<file path="src/core/nsx_pkg.sv">
// Package with constants and carrier types for the nibble swap / XOR / direction datapath.
package nsx_pkg;
  localparam int unsigned DATA_W     = 8;
  localparam int unsigned ADDR_W     = 7;
  localparam logic [7:0]  ACC_RST    = 8'h00;
  localparam logic [7:0]  DIR_RST    = 8'hFF;
  localparam logic        ZERO_RST   = 1'b0;
  localparam logic [6:0]  DIR_A_SEL  = 7'h05;
  localparam logic [6:0]  DIR_B_SEL  = 7'h06;
  localparam logic [6:0]  DIR_C_SEL  = 7'h07;
  localparam logic        DEST_ACC   = 1'b0;
  localparam logic        DEST_FILE  = 1'b1;
  localparam int unsigned NIB_HI_MSB = 7;
  localparam int unsigned NIB_HI_LSB = 4;
  localparam int unsigned NIB_LO_MSB = 3;
  localparam int unsigned NIB_LO_LSB = 0;

  typedef enum logic [2:0] {
    NSX_OP_NONE,
    NSX_OP_NIBBLE_SWAP,
    NSX_OP_XOR_LITERAL,
    NSX_OP_XOR_FILE,
    NSX_OP_LOAD_DIRECTION
  } nsx_op_type;

  typedef struct packed {
    nsx_op_type  op;
    logic [6:0]  addr;
    logic        dest;
    logic [7:0]  literal;
    logic [7:0]  file_data;
  } nsx_req_type;

  typedef struct packed {
    logic        we;
    logic [6:0]  addr;
    logic [7:0]  data;
  } nsx_file_wr_type;

  typedef struct packed {
    logic [7:0]  port_a;
    logic [7:0]  port_b;
    logic [7:0]  port_c;
  } nsx_dir_type;
endpackage

</file>
<file path="src/core/nsx_exec.sv">
// Execution datapath for nibble swap, XOR and direction load operations.
// Notes on behaviour
// - Swap result: low nibble up, high down.
// - Swap to accumulator or file; flags kept.
// - Literal XOR into accumulator, zero flag only.
// - File XOR with 7-bit address, zero flag.
// - File XOR destination selected by dest bit.
// - Direction load: 5 A, 6 B, 7 C.
`timescale 1ns/1ps
module nsx_exec (
  input  wire logic                     clk_i,
  input  wire logic                     rst_b_i,
  input  wire nsx_pkg::nsx_req_type     req_i,
  input  wire logic                     req_valid_i,
  output logic [7:0]                    acc_o,
  output logic                          zero_o,
  output nsx_pkg::nsx_file_wr_type      file_wr_o,
  output nsx_pkg::nsx_dir_type          dir_o
);
  import nsx_pkg::*;

  // Accumulator and zero flag group.
  logic [7:0]      acc_ff;
  logic [7:0]      nxt_acc;
  logic            zero_ff;
  logic            nxt_zero;

  // File register write-back group.
  nsx_file_wr_type file_wr_ff;
  nsx_file_wr_type nxt_file_wr;

  // Port direction register group.
  nsx_dir_type     dir_ff;
  nsx_dir_type     nxt_dir;

  // Shared decode of the incoming request.
  logic            take_swap;
  logic            take_xor_lit;
  logic            take_xor_file;
  logic            take_dir;
  logic            dest_is_file;

  // Results of the three arithmetic paths.
  logic [7:0]      swap_result;
  logic [7:0]      xor_lit_result;
  logic [7:0]      xor_file_result;

  // Nibble exchange of a file operand.
  function automatic logic [7:0] swap_nibbles(input logic [7:0] val);
    swap_nibbles = {val[NIB_LO_MSB:NIB_LO_LSB], val[NIB_HI_MSB:NIB_HI_LSB]};
  endfunction

  // A request only counts when it is valid and carries the wanted code.
  function automatic logic is_op(input logic       valid,
                                 input nsx_op_type op,
                                 input nsx_op_type want);
    is_op = valid && (op == want);
  endfunction

  // The zero flag follows the full eight-bit result.
  function automatic logic is_zero(input logic [7:0] val);
    is_zero = (val == 8'h00);
  endfunction

  // Match of a load operand against one direction register selector.
  function automatic logic dir_hit(input logic [6:0] addr,
                                   input logic [6:0] sel);
    dir_hit = (addr == sel);
  endfunction

  // Operation decode is shared by all three state groups.
  assign take_swap     = is_op(req_valid_i, req_i.op, NSX_OP_NIBBLE_SWAP);
  assign take_xor_lit  = is_op(req_valid_i, req_i.op, NSX_OP_XOR_LITERAL);
  assign take_xor_file = is_op(req_valid_i, req_i.op, NSX_OP_XOR_FILE);
  assign take_dir      = is_op(req_valid_i, req_i.op, NSX_OP_LOAD_DIRECTION);
  assign dest_is_file  = (req_i.dest == DEST_FILE);

  // Both XOR paths read the accumulator as it stands at the request edge,
  // so back-to-back operations see the previous result without a bypass.
  assign swap_result     = swap_nibbles(req_i.file_data);
  assign xor_lit_result  = acc_ff ^ req_i.literal;
  assign xor_file_result = acc_ff ^ req_i.file_data;

  // Accumulator and zero flag next values.
  always_comb begin
    nxt_acc  = acc_ff;
    nxt_zero = zero_ff;

    // The swap never touches the zero flag.
    if (take_swap && !dest_is_file) begin
      nxt_acc = swap_result;
    end

    if (take_xor_lit) begin
      nxt_acc  = xor_lit_result;
      nxt_zero = is_zero(xor_lit_result);
    end

    if (take_xor_file) begin
      nxt_zero = is_zero(xor_file_result);
      if (!dest_is_file) begin
        nxt_acc = xor_file_result;
      end
    end
  end

  always_ff @(posedge clk_i or negedge rst_b_i) begin
    if (!rst_b_i) begin
      acc_ff  <= ACC_RST;
      zero_ff <= ZERO_RST;
    end else begin
      acc_ff  <= nxt_acc;
      zero_ff <= nxt_zero;
    end
  end

  // Write-back next value.
  // The address simply follows the request when no write is due, which
  // saves a mux; the memory must look at the strobe only.
  always_comb begin
    nxt_file_wr = '{we: 1'b0, addr: req_i.addr, data: 8'h00};

    if (take_swap && dest_is_file) begin
      nxt_file_wr.we   = 1'b1;
      nxt_file_wr.data = swap_result;
    end

    if (take_xor_file && dest_is_file) begin
      nxt_file_wr.we   = 1'b1;
      nxt_file_wr.data = xor_file_result;
    end
  end

  always_ff @(posedge clk_i or negedge rst_b_i) begin
    if (!rst_b_i) begin
      file_wr_ff <= '{we: 1'b0, addr: 7'h00, data: 8'h00};
    end else begin
      file_wr_ff <= nxt_file_wr;
    end
  end

  // Direction register next values.
  // Operands outside 5..7 select no direction register and are ignored,
  // so a stray code cannot flip a pin between input and output.
  always_comb begin
    nxt_dir = dir_ff;

    if (take_dir) begin
      if (dir_hit(req_i.addr, DIR_A_SEL)) begin
        nxt_dir.port_a = acc_ff;
      end

      if (dir_hit(req_i.addr, DIR_B_SEL)) begin
        nxt_dir.port_b = acc_ff;
      end

      if (dir_hit(req_i.addr, DIR_C_SEL)) begin
        nxt_dir.port_c = acc_ff;
      end
    end
  end

  // All ports come out of reset as inputs, so nothing is driven before
  // software has chosen a direction.
  always_ff @(posedge clk_i or negedge rst_b_i) begin
    if (!rst_b_i) begin
      dir_ff <= '{port_a: DIR_RST, port_b: DIR_RST, port_c: DIR_RST};
    end else begin
      dir_ff <= nxt_dir;
    end
  end

  // Every output is a register, so nothing combinational reaches the pins.
  assign acc_o     = acc_ff;
  assign zero_o    = zero_ff;
  assign file_wr_o = file_wr_ff;
  assign dir_o     = dir_ff;

  // Notes for integration.
  // The decoder supplies the current file value with each request; this
  // block keeps no copy of data memory.
  // A write-back strobe stands for exactly one cycle after its request.
  // Back-to-back requests are taken on every edge with no wait state.
  // Requests with no operation code leave the accumulator, zero flag and direction registers as they are; the write-back strobe clears.
  // The accumulator is held when an XOR result goes back to the file.
  // The zero flag changes only on the two XOR operations.
  // The direction registers change only on a valid load operation.
endmodule

</file>
<file path="config.mk">
export PLATFORM = sky130hd
export DESIGN_NAME = nsx_exec
export DESIGN_NICKNAME = d
export VERILOG_FILES = /design/src/core/nsx_pkg.sv /design/src/core/nsx_exec.sv
export SDC_FILE = /design/constraint.sdc
export NUM_CORES = 1
export LEC_CHECK = 0
export BUFFER_PORTS_ARGS = -buffer_cell sky130_fd_sc_hd__buf_2
export CAP_MARGIN = 20
export CORE_ASPECT_RATIO = 0.8
export CORE_UTILIZATION = 51
export CTS_BUF_LIST = sky130_fd_sc_hd__clkbuf_4
export DETAILED_ROUTE_END_ITERATION = 6
export GPL_ROUTABILITY_DRIVEN = 0
export PLACE_DENSITY = 0.78
export SYNTH_ARGS = -nofsm -noshare
export SYNTH_HDL_FRONTEND = slang
export SYNTH_SLANG_ARGS = --single-unit
</file>
<file path="constraint.sdc">
create_clock -name clk_i -period 1.8 [get_ports clk_i]
set_input_delay 0.18 -clock clk_i [delete_from_list [all_inputs] [get_ports clk_i]]
set_output_delay 0.18 -clock clk_i [all_outputs]
set_load 0.01 [all_outputs]
</file>
==> results.py <==
metrics = {
    "timing": {
        "finalSetupTns_ps": 0,
        "min_period_over_period_pct": 92.5,
        "fin_skew_ps": 17.0,
        "hold_viol": 0,
        "fin_crit_ps": 1660,
        "fmax_mhz": 601,
        "finalSetupViolCount": 0,
        "grt_setup_unrepaired": "false",
        "maxSlewViolCount": 0,
        "slew_headroom_pct": 61.2,
        "whs_ps": 64.0,
        "tightest_slew_ps": 582,
    },
    "logic_synthesis": {
        "synthTopCellsByCount": "dfrtp_1 (25), dfstp_2 (24), mux2_2 (24)",
        "syn-mean-instance-area_um2": 13.1,
        "syn-instance-count": 167,
        "synth_area_leaders": "dfstp_2 (29%), dfrtp_1 (29%), mux2_2 (12%)",
        "ys_seq_area_share_pct": 57.4,
        "async_reset_ff_share_pct": 100,
        "synth_warnings": 0,
        "synth_edf_count": 0,
        "yosysMostFrequentCell": "dfrtp_1",
        "syn-num-nets": 197,
        "ys.flop_type": "dfrtp_1",
        "synthDistinctLibCells": 33,
        "yosys.area.top_type": "dfstp_2",
        "synth.cell_area_um2": 2190,
        "synth_top_cell_area_share_pct": 28.8,
        "synth.ff_latch_count": 49,
    },
    "placement": {
        "dpl.hpwl_mm": 3.60,
        "placed_area_um2": 2680,
        "io_buffer_count": 78,
    },
    "cts": {
        "cts_resized": 0,
        "clock_path_buffers": 2,
        "path_clk_slew_ps": 150,
        "htree_levels": 2,
        "cts_buffers": 5,
        "cts_tree": "yes",
        "worstSkewPairLatency_ps": 370,
        "postCtsSetupRepairBufs": 0,
        "cts-root-buf": "clkbuf_4",
        "clock_sinks": 49,
    },
    "cells_and_area": {
        "finalNetCount": 292,
        "synthToLayoutAreaGrowth_pct": 29.6,
        "drive_above_1_share_pct": 55.5,
        "antenna_cells": 0,
        "fin_area_um2": 2840,
        "fin_util_pct": 71.7,
    },
    "critical_path": {
        "path_max_fanout": 7,
        "worstSetupStartpointType": "flop",
        "worst-r2r-setup-slack_ps": 140,
        "reg2reg_from": "acc_o[4]",
        "critPathKind": "flop to flop",
        "r2r_end": "zero_o",
        "crit_path_end": "zero_o",
        "endpoint_kind": "flop",
        "crit_start": "acc_o[4]",
        "crit_arrival_ps": 1910,
        "cp.required_ps": 2050,
        "rr_worst_depth": 4,
    },
    "die": {
        "die_area_um2": 4560,
        "die_height_um": 60.6,
        "start_util_pct": 55.3,
        "io_pins": 79,
        "core_um2": 3950,
        "die_w_um": 75.2,
        "placementRows": 20,
    },
    "detailed_routing": {
        "drc": 0,
        "drt_first_pass_iters": 4,
        "via_count": 1657,
        "ant_nets": 0,
        "viasPerCell": 5.21,
        "drt-wirelength-per-cell_um": 15.4,
        "wl_mm": 4.91,
        "drt-initial-drc-count": 123,
    },
    "global_routing": {
        "grt_max_degree": 50,
        "grt_pass1_vias": 1596,
        "grt_pass1_wl_mm": 8.04,
        "antenna_found_initial": 0,
        "overflow": 0,
        "grt_usage_pct": 24.6,
    },
    "power_and_ir_drop": {
        "ir_worst_vdd_v": 0.000571,
        "leakagePower_nw": 1.37,
        "p_per_area_nw_per_um2": 881,
        "p_total_mw": 2.50,
    },
    "min_path": {
        "hold_path_class": "input port to flop",
        "whs_path_depth": 3,
    },
    "status": {
        "run_status": "complete, no violations",
    },
    "flow_run": {
        "drv_cap": 0,
    },
}
## cells in the final DEF, fill, tap and decap left out, types with 2 or more instances in the layout
cell type and n:
nand2b_1 2, nand2_1 9, nor3_1 2, mux2_2 24
clkbuf_4 6, dfrtp_1 25, buf_2 78, o22ai_1 7
nand3_1 3, a22o_1 5, mux2i_1 8, nand3b_1 2
xnor2_1 7, dlygate4sd3_1 8, a22oi_1 4, xor2_1 10
o21ai_0 7, buf_4 8, inv_1 2, dfstp_2 24
nor2_1 6
## power breakdown
part	switching [mW]	leakage (nW)	total (mW)	internal, mW
registers	0.140	0.561	1.33	1.19
clock network	0.337	0.0433	0.642	0.305
logic	0.285	0.762	0.532	0.246
## worst max-delay path: stages, from the launching register on
cell      delay [ps]
dfrtp_1          500
xor2_1           210
nor4_1           330
nand3_1          120
o311ai_0         390
## registers in the layout, indices dropped and copies added, names as in the netlist
signal	cells
file_wr_o	16
zero_o	1
dir_o	24
acc_o	8
## layer usage
layer | global-route usage, % | up-vias | share of wire, %
li1 | - | 789 | -
met1 | 34.7 | 803 | 46
met2 | 37.7 | 61 | 46
met3 | 5.98 | 4 | 6.5
met4 | 8.73 | 0 | 1.2
met5 | 0 | - | 0
## timing repair
item,in CTS,in global routing
endpoints found under the hold margin,32,0
endpoints found under the setup margin,0,0
hold buffers,8,0
## kinds of logic (layout without fill, tap and decap cells)
kind of cell	count (synthesis)	in the layout	synth area share, %
DFF	49	49	57.4
and+or+nand+nor	35	35	10.0
muxes	32	32	16.0
AOI/OAI and AO/OA	26	26	8.06
xor gates and xnor gates	17	17	6.80
buffers and inverters	8	104	1.72
## per-stage QoR
| step | setup WS [ps] | instances |
|---|---|---|
| after floorplan | 73.1 | 167 |
| after global placement | -87.2 | 302 |
| after global routing | 16.8 | 318 |
| after CTS | 131 | 318 |
| final | 136 | 318 |
| after detailed placement | -134 | 302 |
## how the worst min path moves through the flow
stage | from | end | slack [ps]
after global routing | req_i[5] | file_wr_o[1] | 60
after CTS | req_i[5] | file_wr_o[1] | 60
final | req_i[5] | file_wr_o[1] | 60
after global placement | rst_b_i | acc_o[2] | 300
after floorplan | rst_b_i | acc_o[0] | -120
after detailed placement | rst_b_i | acc_o[2] | 300
## layout make-up
type / instances / area, um2
Timing Repair Buffer: 94 / 531
Clock buffer: 6 / 45.0
Clock inverter: 2 / 33.8
Multi-Input combinational cell: 110 / 895
Sequential cell: 49 / 1260
Fill cell: 289 / 1120
Inverter: 2 / 7.51
Tap cell: 55 / 68.8
No activity file was read; power rests on OpenSTA's default activity.
